`config.mk`:
```
export PLATFORM = sky130hd
export DESIGN_NAME = fcu_top
export DESIGN_NICKNAME = d
export VERILOG_FILES = /design/src/fcu_pkg.sv /design/src/fcu_top.sv
export SDC_FILE = /design/constraint.sdc
export NUM_CORES = 2
export LEC_CHECK = 0
export ABC_AREA = 1
export BUFFER_PORTS_ARGS = -buffer_cell sky130_fd_sc_hd__buf_2
export CAP_MARGIN = 20
export CORE_ASPECT_RATIO = 0.75
export CORE_UTILIZATION = 31
export CTS_CLUSTER_DIAMETER = 50
export DETAILED_ROUTE_END_ITERATION = 10
export SYNTH_ARGS = -nofsm -noshare
export SYNTH_HDL_FRONTEND = slang
export SYNTH_SLANG_ARGS = --single-unit
```
`constraint.sdc`:
```
create_clock -name core_clk -period 7.2 [get_ports core_clk]
set_input_delay 0.72 -clock core_clk [delete_from_list [all_inputs] [get_ports core_clk]]
set_output_delay 0.72 -clock core_clk [all_outputs]
set_load 0.01 [all_outputs]
```
`src/fcu_pkg.sv`:
```
// Constants, types and register map of the fast counter unit.
// Overview of operation
// Four input channels count frequency, totals, pulses or quadrature.
// Frequency mode writes hertz to the accumulator; four window widths.
// Totalize mode counts once per selected edge, rising or falling.
// A nonzero revolution count N wraps the totalizer from N - 1 to zero.
// A held clear bit forces and holds the matching totalizer at zero.
// Inputs 3 and 4 reset totalizers 1 and 2 on a chosen edge.
// A hardware totalizer reset completes within 100 us of its edge.
// Output 1 or 2 goes high once totalizer 1 or 2 reaches the preset.
// Each output selects program bit, pulse width source or compare result.
// Presets may change at run time; a zero preset holds the output low.
// Width sub-modes hold the last high or low time in microseconds.
// Period sub-modes time rise to rise or fall to fall in microseconds.
// Quadrature on channel 1 uses inputs 1 and 2; channel 3 uses 3 and 4.
// A direction bit chooses up or down counting when input 1 leads.
// Every edge of both phases counts, giving four counts per cycle.
// Quadrature wraps between zero and count minus one both ways.
// Clear bits zero quadrature counters; set bits load count minus one.
// Input 3 as marker resets quadrature 1 to zero or count minus one.
// Async marker modes clear on marker rising, falling or both edges.
// Sync marker modes load on a phase edge while the marker level matches.
// The marker is sampled within 50 us of the quadrature edge.
// The encoder keeps a marker pulse within one selected quadrature edge.
// Inputs are synchronised; a one microsecond tick times pulses.
package fcu_pkg;

   localparam int unsigned CLK_PERIOD_NS = 10;
   localparam int unsigned TICK_NS       = 1000;
   localparam int unsigned TICK_CYC      =
      (TICK_NS + CLK_PERIOD_NS - 1) / CLK_PERIOD_NS;
   localparam int unsigned NUM_CH        = 4;
   localparam int unsigned ACC_W         = 32;
   localparam int unsigned US_PER_S      = 1000000;

   // Frequency sample windows in microseconds.
   localparam int unsigned WIN0_US = 10000;
   localparam int unsigned WIN1_US = 100000;
   localparam int unsigned WIN2_US = 500000;
   localparam int unsigned WIN3_US = 1000000;

   // Channel modes.
   localparam logic [2:0] MODE_OFF    = 3'h0;
   localparam logic [2:0] MODE_FREQ   = 3'h1;
   localparam logic [2:0] MODE_TOTAL  = 3'h2;
   localparam logic [2:0] MODE_PULSE  = 3'h3;
   localparam logic [2:0] MODE_QUAD   = 3'h4;
   localparam logic [2:0] MODE_TRESET = 3'h5;
   localparam logic [2:0] MODE_MARKER = 3'h6;

   // Pulse sub-modes.
   localparam logic [1:0] PULSE_WHIGH = 2'h0;
   localparam logic [1:0] PULSE_WLOW  = 2'h1;
   localparam logic [1:0] PULSE_PRISE = 2'h2;
   localparam logic [1:0] PULSE_PFALL = 2'h3;

   // Output source selections.
   localparam logic [1:0] OSEL_PROG = 2'h0;
   localparam logic [1:0] OSEL_PWM  = 2'h1;
   localparam logic [1:0] OSEL_CMP  = 2'h2;

   // Marker mode field: sync flag, level, phase, edge or async edge.
   localparam int unsigned MK_SYNC = 4;
   localparam int unsigned MK_HIGH = 3;
   localparam int unsigned MK_PHB  = 2;
   localparam int unsigned MK_FALL = 1;
   localparam logic [1:0]  MK_ASYNC_RISE = 2'h0;
   localparam logic [1:0]  MK_ASYNC_FALL = 2'h1;
   localparam logic [1:0]  MK_ASYNC_BOTH = 2'h2;

   // Register byte offsets.
   localparam logic [7:0] REG_CFG0    = 8'h00;
   localparam logic [7:0] REG_CPR0    = 8'h10;
   localparam logic [7:0] REG_PRESET0 = 8'h20;
   localparam logic [7:0] REG_OUTCFG  = 8'h28;
   localparam logic [7:0] REG_CLEAR   = 8'h2C;
   localparam logic [7:0] REG_ACC0    = 8'h30;

   // Output configuration field positions.
   localparam int unsigned OUTCFG_SEL1_LSB = 0;
   localparam int unsigned OUTCFG_SEL2_LSB = 2;
   localparam int unsigned OUTCFG_PROG_LSB = 4;
   localparam int unsigned OUTCFG_W        = 6;
   localparam int unsigned CFG_W           = 11;

   // Reset values.
   localparam logic [10:0] CFG_RST    = 11'h000;
   localparam logic [31:0] CPR_RST    = 32'h0000_0000;
   localparam logic [31:0] PRESET_RST = 32'h0000_0000;
   localparam logic [5:0]  OUTCFG_RST = 6'h00;
   localparam logic [3:0]  CLEAR_RST  = 4'h0;

   typedef struct packed {
      logic [4:0] marker;
      logic [1:0] sel;
      logic       pol;
      logic [2:0] mode;
   } fcu_cfg_t;

   typedef struct packed {
      logic        wr;
      logic        rd;
      logic [7:0]  addr;
      logic [31:0] wdata;
   } fcu_bus_req_t;

endpackage

```
`src/fcu_top.sv`:
```
// Fast counter unit: four input counter channels and two compare outputs.
module fcu_top #(
   parameter int unsigned WIN0_US = fcu_pkg::WIN0_US,
   parameter int unsigned WIN1_US = fcu_pkg::WIN1_US,
   parameter int unsigned WIN2_US = fcu_pkg::WIN2_US,
   parameter int unsigned WIN3_US = fcu_pkg::WIN3_US
) (
   // Clock and reset.
   input  wire logic                 core_clk,
   input  wire logic                 rst_b,
   // Register port.
   input  wire fcu_pkg::fcu_bus_req_t bus_req,
   output logic [31:0]               rd_data,
   // Field inputs and pulse width sources.
   input  wire logic [3:0]           in_line,
   input  wire logic [1:0]           pwm_level,
   // Physical outputs.
   output logic                      output_line_1,
   output logic                      output_line_2
);
   import fcu_pkg::*;

   localparam int unsigned TICK_W = $clog2(TICK_CYC);
   localparam logic [31:0] WIN_LIM [4] = '{32'(WIN0_US - 1),
      32'(WIN1_US - 1), 32'(WIN2_US - 1), 32'(WIN3_US - 1)};
   localparam logic [31:0] WIN_SCALE [4] = '{32'(US_PER_S / WIN0_US),
      32'(US_PER_S / WIN1_US), 32'(US_PER_S / WIN2_US),
      32'(US_PER_S / WIN3_US)};

   ////////////////////////////////////////////////////////////////////////
   // Helpers.

   // True when the address falls on one of n words starting at base.
   function automatic logic in_range(input logic [7:0] a,
                                     input logic [7:0] base,
                                     input logic [3:0] n);
      in_range = (a >= base) && (a < base + {2'b00, n, 2'b00})
                 && (a[1:0] == 2'b00);
   endfunction

   // Quadrature step: bit 1 is valid, bit 0 is up for input 1 leading.
   function automatic logic [1:0] quad_step(input logic ra,
                                            input logic fa,
                                            input logic rb,
                                            input logic fb,
                                            input logic a,
                                            input logic b);
      logic up;
      logic dn;
      logic both;
      up = (ra & ~b) | (a & rb) | (fa & b) | (~a & fb);
      dn = (ra & b) | (a & fb) | (fa & ~b) | (~a & rb);
      both = (ra | fa) & (rb | fb);
      quad_step = {(up | dn) & ~both, up};
   endfunction

   ////////////////////////////////////////////////////////////////////////
   // Input synchronisers and microsecond tick.

   logic [3:0]        sync1_q;
   logic [3:0]        sync2_q;
   logic [3:0]        prev_q;
   logic [TICK_W-1:0] tick_cnt_q;
   logic              tick_q;
   wire  [3:0]        rise_w = sync2_q & ~prev_q;
   wire  [3:0]        fall_w = ~sync2_q & prev_q;

   always_ff @(posedge core_clk or negedge rst_b) begin
      if (!rst_b) begin
         sync1_q <= 4'h0;
         sync2_q <= 4'h0;
         prev_q  <= 4'h0;
      end else begin
         sync1_q <= in_line;
         sync2_q <= sync1_q;
         prev_q  <= sync2_q;
      end
   end

   always_ff @(posedge core_clk or negedge rst_b) begin
      if (!rst_b) begin
         tick_cnt_q <= '0;
         tick_q     <= 1'b0;
      end else if (tick_cnt_q == TICK_W'(TICK_CYC - 1)) begin
         tick_cnt_q <= '0;
         tick_q     <= 1'b1;
      end else begin
         tick_cnt_q <= tick_cnt_q + TICK_W'(1);
         tick_q     <= 1'b0;
      end
   end

   ////////////////////////////////////////////////////////////////////////
   // Register file.

   fcu_cfg_t             cfg_q [NUM_CH];
   logic [31:0]          cpr_q [NUM_CH];
   logic [31:0]          preset_q [2];
   logic [OUTCFG_W-1:0]  outcfg_q;
   logic [3:0]           clear_q;
   logic [ACC_W-1:0]     acc_q [NUM_CH];
   logic [31:0]          rd_d;

   wire [7:0] addr_w    = bus_req.addr;
   wire [1:0] idx_w     = addr_w[3:2];
   wire       hit_cfg   = in_range(addr_w, REG_CFG0, 4'(NUM_CH));
   wire       hit_cpr   = in_range(addr_w, REG_CPR0, 4'(NUM_CH));
   wire       hit_pre   = in_range(addr_w, REG_PRESET0, 4'h2);
   wire       hit_acc   = in_range(addr_w, REG_ACC0, 4'(NUM_CH));
   wire       hit_out   = (addr_w == REG_OUTCFG);
   wire       hit_clr   = (addr_w == REG_CLEAR);

   always_ff @(posedge core_clk or negedge rst_b) begin
      if (!rst_b) begin
         for (int k = 0; k < NUM_CH; k++) begin
            cfg_q[k] <= fcu_cfg_t'(CFG_RST);
            cpr_q[k] <= CPR_RST;
         end
         preset_q[0] <= PRESET_RST;
         preset_q[1] <= PRESET_RST;
         outcfg_q    <= OUTCFG_RST;
         clear_q     <= CLEAR_RST;
      end else if (bus_req.wr) begin
         if (hit_cfg) begin
            cfg_q[idx_w] <= fcu_cfg_t'(bus_req.wdata[CFG_W-1:0]);
         end
         if (hit_cpr) begin
            cpr_q[idx_w] <= bus_req.wdata;
         end
         if (hit_pre) begin
            preset_q[addr_w[2]] <= bus_req.wdata;
         end
         if (hit_out) begin
            outcfg_q <= bus_req.wdata[OUTCFG_W-1:0];
         end
         if (hit_clr) begin
            clear_q <= bus_req.wdata[3:0];
         end
      end
   end

   always_comb begin
      rd_d = 32'h0000_0000;
      if (hit_cfg) begin
         rd_d = {21'h000000, cfg_q[idx_w]};
      end else if (hit_cpr) begin
         rd_d = cpr_q[idx_w];
      end else if (hit_pre) begin
         rd_d = preset_q[addr_w[2]];
      end else if (hit_out) begin
         rd_d = {26'h0000000, outcfg_q};
      end else if (hit_clr) begin
         rd_d = {28'h0000000, clear_q};
      end else if (hit_acc) begin
         rd_d = acc_q[idx_w];
      end
   end

   always_ff @(posedge core_clk or negedge rst_b) begin
      if (!rst_b) begin
         rd_data <= 32'h0000_0000;
      end else begin
         rd_data <= bus_req.rd ? rd_d : 32'h0000_0000;
      end
   end

   ////////////////////////////////////////////////////////////////////////
   // Counter channels.

   logic [2:0] eff_mode [NUM_CH];

   for (genvar i = 0; i < NUM_CH; i++) begin : g_ch
      localparam int JB = (i % 2 == 0) ? i + 1 : i;
      localparam int JR = (i < 2) ? i + 2 : i;

      logic [ACC_W-1:0] acc_d;
      logic [31:0]      meas_q;
      logic [31:0]      meas_d;
      logic [31:0]      win_q;
      logic [31:0]      win_d;
      logic             started_q;
      logic             started_d;

      // A pair partner running quadrature takes this input over.
      wire taken_w = (i % 2 == 1) && (cfg_q[i-(i%2)].mode == MODE_QUAD);
      wire odd_quad_w = (i % 2 == 1) && (cfg_q[i].mode == MODE_QUAD);
      assign eff_mode[i] = (taken_w || odd_quad_w) ? MODE_OFF
                                                   : cfg_q[i].mode;

      wire [31:0] cpr_m1_w  = cpr_q[i] - 32'h0000_0001;
      wire        cpr_nz_w  = (cpr_q[i] != 32'h0000_0000);
      wire        at_top_w  = cpr_nz_w && (acc_q[i] == cpr_m1_w);
      wire [1:0]  sel_w     = cfg_q[i].sel;
      wire        tot_edge_w = cfg_q[i].pol ? fall_w[i] : rise_w[i];
      wire        clr_w     = clear_q[i];
      wire        set_w     = (i % 2 == 0) && clear_q[JB];

      // Hardware reset from input 3 or 4, edge of chosen polarity.
      wire hw_rst_w = (i < 2) && (cfg_q[JR].mode == MODE_TRESET)
         && (cfg_q[JR].pol ? fall_w[JR] : rise_w[JR]);

      // Quadrature step on phases A and B.
      wire [1:0] step_w = quad_step(rise_w[i], fall_w[i], rise_w[JB],
                                    fall_w[JB], sync2_q[i], sync2_q[JB]);
      wire       up_w   = step_w[0] ^ cfg_q[i].pol;

      // Marker on input 3 for quadrature 1.
      wire [4:0] mk_w    = cfg_q[2].marker;
      wire       mk_en_w = (i == 0) && (cfg_q[2].mode == MODE_MARKER);
      wire       mk_any_w = rise_w[2] | fall_w[2];
      wire       mk_async_w = !mk_w[MK_SYNC] && (
         (mk_w[1:0] == MK_ASYNC_RISE && rise_w[2]) ||
         (mk_w[1:0] == MK_ASYNC_FALL && fall_w[2]) ||
         (mk_w[1:0] == MK_ASYNC_BOTH && mk_any_w));
      wire       ph_rise_w = mk_w[MK_PHB] ? rise_w[JB] : rise_w[i];
      wire       ph_fall_w = mk_w[MK_PHB] ? fall_w[JB] : fall_w[i];
      // The marker level is taken in the same cycle as the phase edge.
      wire       lvl_ok_w = mk_w[MK_SYNC]
                            && (sync2_q[2] == mk_w[MK_HIGH]);
      wire       mk_zero_w = lvl_ok_w && (mk_w[MK_FALL] ? ph_fall_w
                                                        : ph_rise_w);
      wire       mk_top_w  = lvl_ok_w && (mk_w[MK_FALL] ? ph_rise_w
                                                        : ph_fall_w);

      // Pulse start and store edges per sub-mode.
      wire start_w = (sel_w == PULSE_WHIGH || sel_w == PULSE_PRISE)
                     ? rise_w[i] : fall_w[i];
      wire stop_w  = (sel_w == PULSE_WLOW || sel_w == PULSE_PRISE)
                     ? rise_w[i] : fall_w[i];

      always_comb begin
         acc_d     = acc_q[i];
         meas_d    = meas_q;
         win_d     = win_q;
         started_d = started_q;
         case (eff_mode[i])
            MODE_FREQ: begin
               started_d = 1'b0;
               if (rise_w[i]) begin
                  meas_d = meas_q + 32'h0000_0001;
               end
               if (tick_q) begin
                  if (win_q >= WIN_LIM[sel_w]) begin
                     acc_d  = meas_d * WIN_SCALE[sel_w];
                     meas_d = 32'h0000_0000;
                     win_d  = 32'h0000_0000;
                  end else begin
                     win_d = win_q + 32'h0000_0001;
                  end
               end
            end
            MODE_TOTAL: begin
               meas_d    = 32'h0000_0000;
               win_d     = 32'h0000_0000;
               started_d = 1'b0;
               if (tot_edge_w) begin
                  acc_d = at_top_w ? '0 : acc_q[i] + 32'h0000_0001;
               end
               if (hw_rst_w || clr_w) begin
                  acc_d = '0;
               end
            end
            MODE_PULSE: begin
               win_d = 32'h0000_0000;
               if (tick_q && meas_q != 32'hFFFF_FFFF) begin
                  meas_d = meas_q + 32'h0000_0001;
               end
               if (stop_w && started_q) begin
                  acc_d = meas_q;
               end
               if (start_w) begin
                  meas_d    = 32'h0000_0000;
                  started_d = 1'b1;
               end
            end
            MODE_QUAD: begin
               meas_d    = 32'h0000_0000;
               win_d     = 32'h0000_0000;
               started_d = 1'b0;
               if (step_w[1]) begin
                  if (up_w) begin
                     acc_d = at_top_w ? '0 : acc_q[i] + 32'h0000_0001;
                  end else if (cpr_nz_w && acc_q[i] == '0) begin
                     acc_d = cpr_m1_w;
                  end else begin
                     acc_d = acc_q[i] - 32'h0000_0001;
                  end
               end
               if (mk_en_w && (mk_async_w || mk_zero_w)) begin
                  acc_d = '0;
               end else if (mk_en_w && mk_top_w) begin
                  acc_d = cpr_m1_w;
               end
               if (set_w) begin
                  acc_d = cpr_m1_w;
               end
               if (clr_w) begin
                  acc_d = '0;
               end
            end
            default: begin
               acc_d     = '0;
               meas_d    = 32'h0000_0000;
               win_d     = 32'h0000_0000;
               started_d = 1'b0;
            end
         endcase
      end

      always_ff @(posedge core_clk or negedge rst_b) begin
         if (!rst_b) begin
            acc_q[i]  <= '0;
            meas_q    <= 32'h0000_0000;
            win_q     <= 32'h0000_0000;
            started_q <= 1'b0;
         end else begin
            acc_q[i]  <= acc_d;
            meas_q    <= meas_d;
            win_q     <= win_d;
            started_q <= started_d;
         end
      end
   end

   ////////////////////////////////////////////////////////////////////////
   // Output selection and preset compare.

   logic [1:0] out_q;

   for (genvar k = 0; k < 2; k++) begin : g_out
      wire [1:0] osel_w = outcfg_q[OUTCFG_SEL1_LSB + 2*k +: 2];
      wire cmp_w = (eff_mode[k] == MODE_TOTAL)
                   && (preset_q[k] != 32'h0000_0000)
                   && (acc_q[k] >= preset_q[k]);
      logic out_d;

      always_comb begin
         case (osel_w)
            OSEL_PROG: out_d = outcfg_q[OUTCFG_PROG_LSB + k];
            OSEL_PWM:  out_d = pwm_level[k];
            OSEL_CMP:  out_d = cmp_w;
            default:   out_d = 1'b0;
         endcase
      end

      always_ff @(posedge core_clk or negedge rst_b) begin
         if (!rst_b) begin
            out_q[k] <= 1'b0;
         end else begin
            out_q[k] <= out_d;
         end
      end
   end

   assign output_line_1 = out_q[0];
   assign output_line_2 = out_q[1];

endmodule // fcu_top
```
==> summary.md <==
| Metric | Value |
|---|---|
| Outcome | `complete, but fails checks` |
| Failing checks | `negative setup slack` |
| Count of distinct cell types in the synthesized netlist | `between 70 and 80` |
| Minimum clock period after layout | `7.21 ns` |
| Proportion of synthesized flip-flops having asynchronous set or reset | `100%` |
| Average cell area after synthesis | `approximately 7 um^2` |
| Max Cap Viol | `0` |
| Simple-gate share of the synthesized area | `25.5%` |
| Number of cell instances on the worst register-to-register path | `47` |
| Least-Margin Pin Slew | `1.24 ns` |
| Sequential-to-total area share from yosys stat | `21.5%` |
| Wire length of the first global-routing pass | `roughly 470000 um` |
| Maximum count of clock buffers along a single path | `3` |
| Slack of the critical path | `-0.00778 ns` |
| Worst VDD drop | `0.000194 V` |
| Post-placement cell count | `15.1k` |
| Post-Synth Adder-Cell Area | `24.5%` |
| DR WL/cell | `~20 um` |
| Buffer type at the clock tree root | `sky130_fd_sc_hd__clkbuf_16` |
| Fraction of final layout cells with drive strength greater than 1 | `between 10% and 20%` |
| Required @ worst endpoint | `between 7 and 8 ns` |
| Power density normalized to cell area | `140 mW/mm^2` |
| Number of register bits inferred by synthesis | `roughly 690` |
| Number of warning messages in the yosys log | `0` |
| Die Footprint | `between 0.2 and 0.3 mm^2` |
| Xor/xnor share of the synthesized area | `under 10%` |
| Reg2reg end | `g_ch[3].meas_q[2]$_DFFE_PN0P_` |
| Dpl hpwl | `roughly 250000 um` |
| Number of input and output port buffers inserted | `83` |
| Top area cells in the synthesized netlist | `sky130_fd_sc_hd__dfrtp_1 21%, sky130_fd_sc_hd__ha_1 14%, sky130_fd_sc_hd__nand2_1 12%, sky130_fd_sc_hd__fa_1 10%, sky130_fd_sc_hd__inv_1 8.3%` |
| Final setup violation count | `1` |
| Endpoint of the most critical setup path | `g_ch[3].meas_q[2]$_DFFE_PN0P_` |
| Antenna violations before repair | `19` |
| Starting DRC count in detailed routing | `between 9k and 10k` |
| Post-DRT Antenna Nets | `0` |
| Setup Slack @ Placement | `-0.191 ns` |
| Cell type with the highest aggregate area in the netlist | `sky130_fd_sc_hd__dfrtp_1` |
| Total standard cell area after synthesis | `~0.08 mm^2` |
| Std-Cell Rows | `between 150 and 200` |
| Type of the worst setup path | `flop to flop` |
| Min-Delay Path Class | `primary input to flop` |
| Final count of hold timing violations | `0` |
| Combinational family with the most area after synthesis | `simple AND/OR/NAND/NOR gates` |
| Cell with the most instances on the worst path | `sky130_fd_sc_hd__buf_4` |
| Launching point of the worst reg2reg path | `g_ch[3].meas_q[0]$_DFFE_PN0P_` |
| Initial Util | `between 30% and 40%` |
| Worst slew margin relative to its limit | `between 10% and 20%` |
| Count of filler cells inserted in the layout | `27.0k` |
| Critical Path AT | `just under 8 ns` |
| Vias per std cell | `between 5 and 6` |
| Most instantiated library cell after synthesis | `sky130_fd_sc_hd__nand2_1` |
| Clock tree skew after final layout | `0.0474 ns` |
| Maximum number of pins on one net before global-route repair | `roughly 150` |
| Routed Wire Length | `between 300000 and 400000 um` |
| Tot GR Track Use | `between 20% and 30%` |
| Crit path launch type | `flop` |
| Register-to-register setup slack | `-0.008 ns` |
| Total via count after detailed routing | `just under 80k` |
| Fin. max-slew vios | `0` |
| Endpoint type of the worst setup path | `flop` |
| Detailed-routing iteration count for the pre-antenna-repair pass | `10` |
| Routed length on met1 | `roughly 150000 um` |
| Cell leakage power | `between 40 and 50 nW` |
| Most frequent cells after synthesis | `2610 x sky130_fd_sc_hd__nand2_1, 1776 x sky130_fd_sc_hd__inv_1, 1089 x sky130_fd_sc_hd__nor2_1, 925 x sky130_fd_sc_hd__ha_1, 854 x sky130_fd_sc_hd__o21ai_0` |
| Number of enable-type register cells in the synthesized netlist | `0` |
| Top achievable clock speed | `139 MHz` |
| Die span in x | `about 590 um` |
| Unrepaired setup endpoints after global routing | `true` |
| Area share of the largest cell type after synthesis | `a little over a fifth` |
| Remaining routing DRC violations | `0` |
| Most used flip-flop cell after synthesis | `sky130_fd_sc_hd__dfrtp_1` |
| Post-synthesis mux area share | `less than 1%` |
| Gpl congestion | `roughly 1` |
| Count of mapped cells out of synthesis | `approximately 11k` |
| Area inside the core boundary | `roughly 0.26 mm^2` |
| Uppermost layer routed | `met5` |
| Met2 wire length | `between 100000 and 150000 um` |
| First element of the critical path | `g_ch[3].meas_q[0]$_DFFE_PN0P_` |
| Largest stage delay on the critical path | `~0.47 ns` |
| Vias in the first global route | `approximately 73k` |
| Die Y | `442 um` |
| Layout overhead on the synthesized area | `20.2%` |
| Post-route clock period utilization | `100%` |
| Synth Area in Compound Gates | `~13%` |
| Total nets after synthesis | `about 13k` |
| Final nets | `13.3k` |
| I/O pin total | `84` |
| Post-route non-filler standard cell count | `15.5k` |
| Clock transition at the register clock pins on the worst setup and hold paths after CTS | `around 0.070 ns` |
| TritonCTS clock tree | `done` |
| Slowest CP cell | `sky130_fd_sc_hd__o41ai_4` |
| Count of H-tree levels built during CTS | `3` |
| Final design utilization | `a little under two fifths` |
| CTS Sinks | `around 690` |
| Footprint of the multi-input gates | `0.0576 mm^2` |
| Congestion Overflow GR | `0` |
| Detailed-routed wire length on met3 | `between 30000 and 40000 um` |
| CTS Buf Count | `around 110` |
| Clock latency reported for the late side of the worst-skew pair | `slightly below 0.8 ns` |
| Critical path peak fanout | `between 40 and 50` |
| Reg area | `around 0.017 mm^2` |
[per-stage QoR]
stage | TNS (ns) | hold slack [ns] | total power [mW] | instance area, um^2
floorplan | 0 | 0.331 | 6.42 | 80200
global placement | -0.558 | 0.337 | 7.76 | 88400
detailed placement | -0.905 | 0.339 | 7.75 | 88400
CTS | 0 | 0.00498 | 13.3 | 92600
global route | -4.12 | 0.0296 | 14.1 | 96400
finish | -0.00778 | 0.0677 | 13.5 | 96400
[critical path: cells and delay by family (launching register included)]
kind                       cells  cell delay (ns)
AOI/OAI and AO/OA              2             0.74
DFF                            1             0.40
and+or+nand+nor               10             1.33
buffers and inverters         34             4.36
adders and majority gates      1             0.22
[how the worst min path moves through the flow]
stage,cells past startpoint,slack (ns),startpoint,endpoint
detailed placement,0,0.34,sync1_q[1]$_DFF_PN0_,sync2_q[1]$_DFF_PN0_
CTS,1,0.005,in_line[1],sync1_q[1]$_DFF_PN0_
finish,1,0.07,in_line[1],sync1_q[1]$_DFF_PN0_
global route,1,0.03,in_line[1],sync1_q[1]$_DFF_PN0_
floorplan,0,0.33,sync1_q[0]$_DFF_PN0_,sync2_q[0]$_DFF_PN0_
global placement,0,0.34,sync1_q[1]$_DFF_PN0_,sync2_q[1]$_DFF_PN0_
[cells in the final DEF, fill, tap and decap left out, drive strengths merged, types with 13 or more instances in the layout]
cell,instances
a221oi,21
fa,404
a41oi,19
a21oi,334
o22ai,205
dfrtp,688
o211ai,51
xor2,386
nand2,2626
nor2,1135
o21bai,23
o221ai,21
or2,81
a22oi,13
nor3,211
nor4,68
nand4,167
clkinv,39
inv,1830
a211oi,34
xnor2,62
o21ai,969
a21o,14
a31oi,27
clkbuf,127
buf,885
o21a,16
ha,925
nand3b,21
nor3b,15
nand3,510
[logic make-up (layout without fill, tap and decap cells)]
kind of cell,Yosys count,after routing
compound gates,1811,1811
xor+xnor,449,449
fa+ha+maj,1329,1329
buf+inv,2236,2896
flops,688,688
mux,7,7
other cells,0,4
simple gates,4849,4850
[state kept, by name, summed over array words and instances (netlist names)]
register,flops
acc_q,128
cpr_q,128
g_ch.meas_q,128
g_ch.win_q,128
preset_q,64
rd_data,32
cfg_q,31
g_ch.sel_w,8
tick_cnt_q,7
outcfg_q,6
g_ch.mk_w,5
clear_q,4
g_ch.started_q,4
prev_q,4
sync1_q,4
sync2_q,4
output_line_1,1
output_line_2,1
tick_q,1
[report_power, final]
| part | internal [mW] | switching [mW] | total, mW |
|---|---|---|---|
| logic | 1.14 | 2.67 | 3.81 |
| registers | 3.96 | 0.179 | 4.14 |
| clock network | 3.18 | 2.36 | 5.54 |
| total | 8.28 | 5.21 | 13.5 |
[what timing repair did]
action,in CTS,in global routing
endpoints found under the setup margin,17,97
setup buffers,36,89
pin swaps,20,266
endpoints found under the hold margin,52,0
gates cloned,0,1
hold buffers,1,0
gates resized for setup,53,708
[area by class of cell]
class / instances / area share [%]
clock inverters: 75 / 0.912
well taps: 3423 / 4.44
clock buffers: 126 / 2.96
multi-input cells: 8446 / 59.8
inverters: 1808 / 7.05
repair buffers: 887 / 7.02
flip-flops and latches: 688 / 17.9
diodes: 4 / 0.0104
[layer usage]
| layer | global-route usage, % | up-vias |
|---|---|---|
| met2 | 31.9 | 3485 |
| met3 | 5.05 | 387 |
| li1 | - | 38000 |
| met1 | 36.9 | 37600 |
| met4 | 5.45 | 6 |
| met5 | 0 | - |
Note: power is estimated with default switching activity, not from simulation.
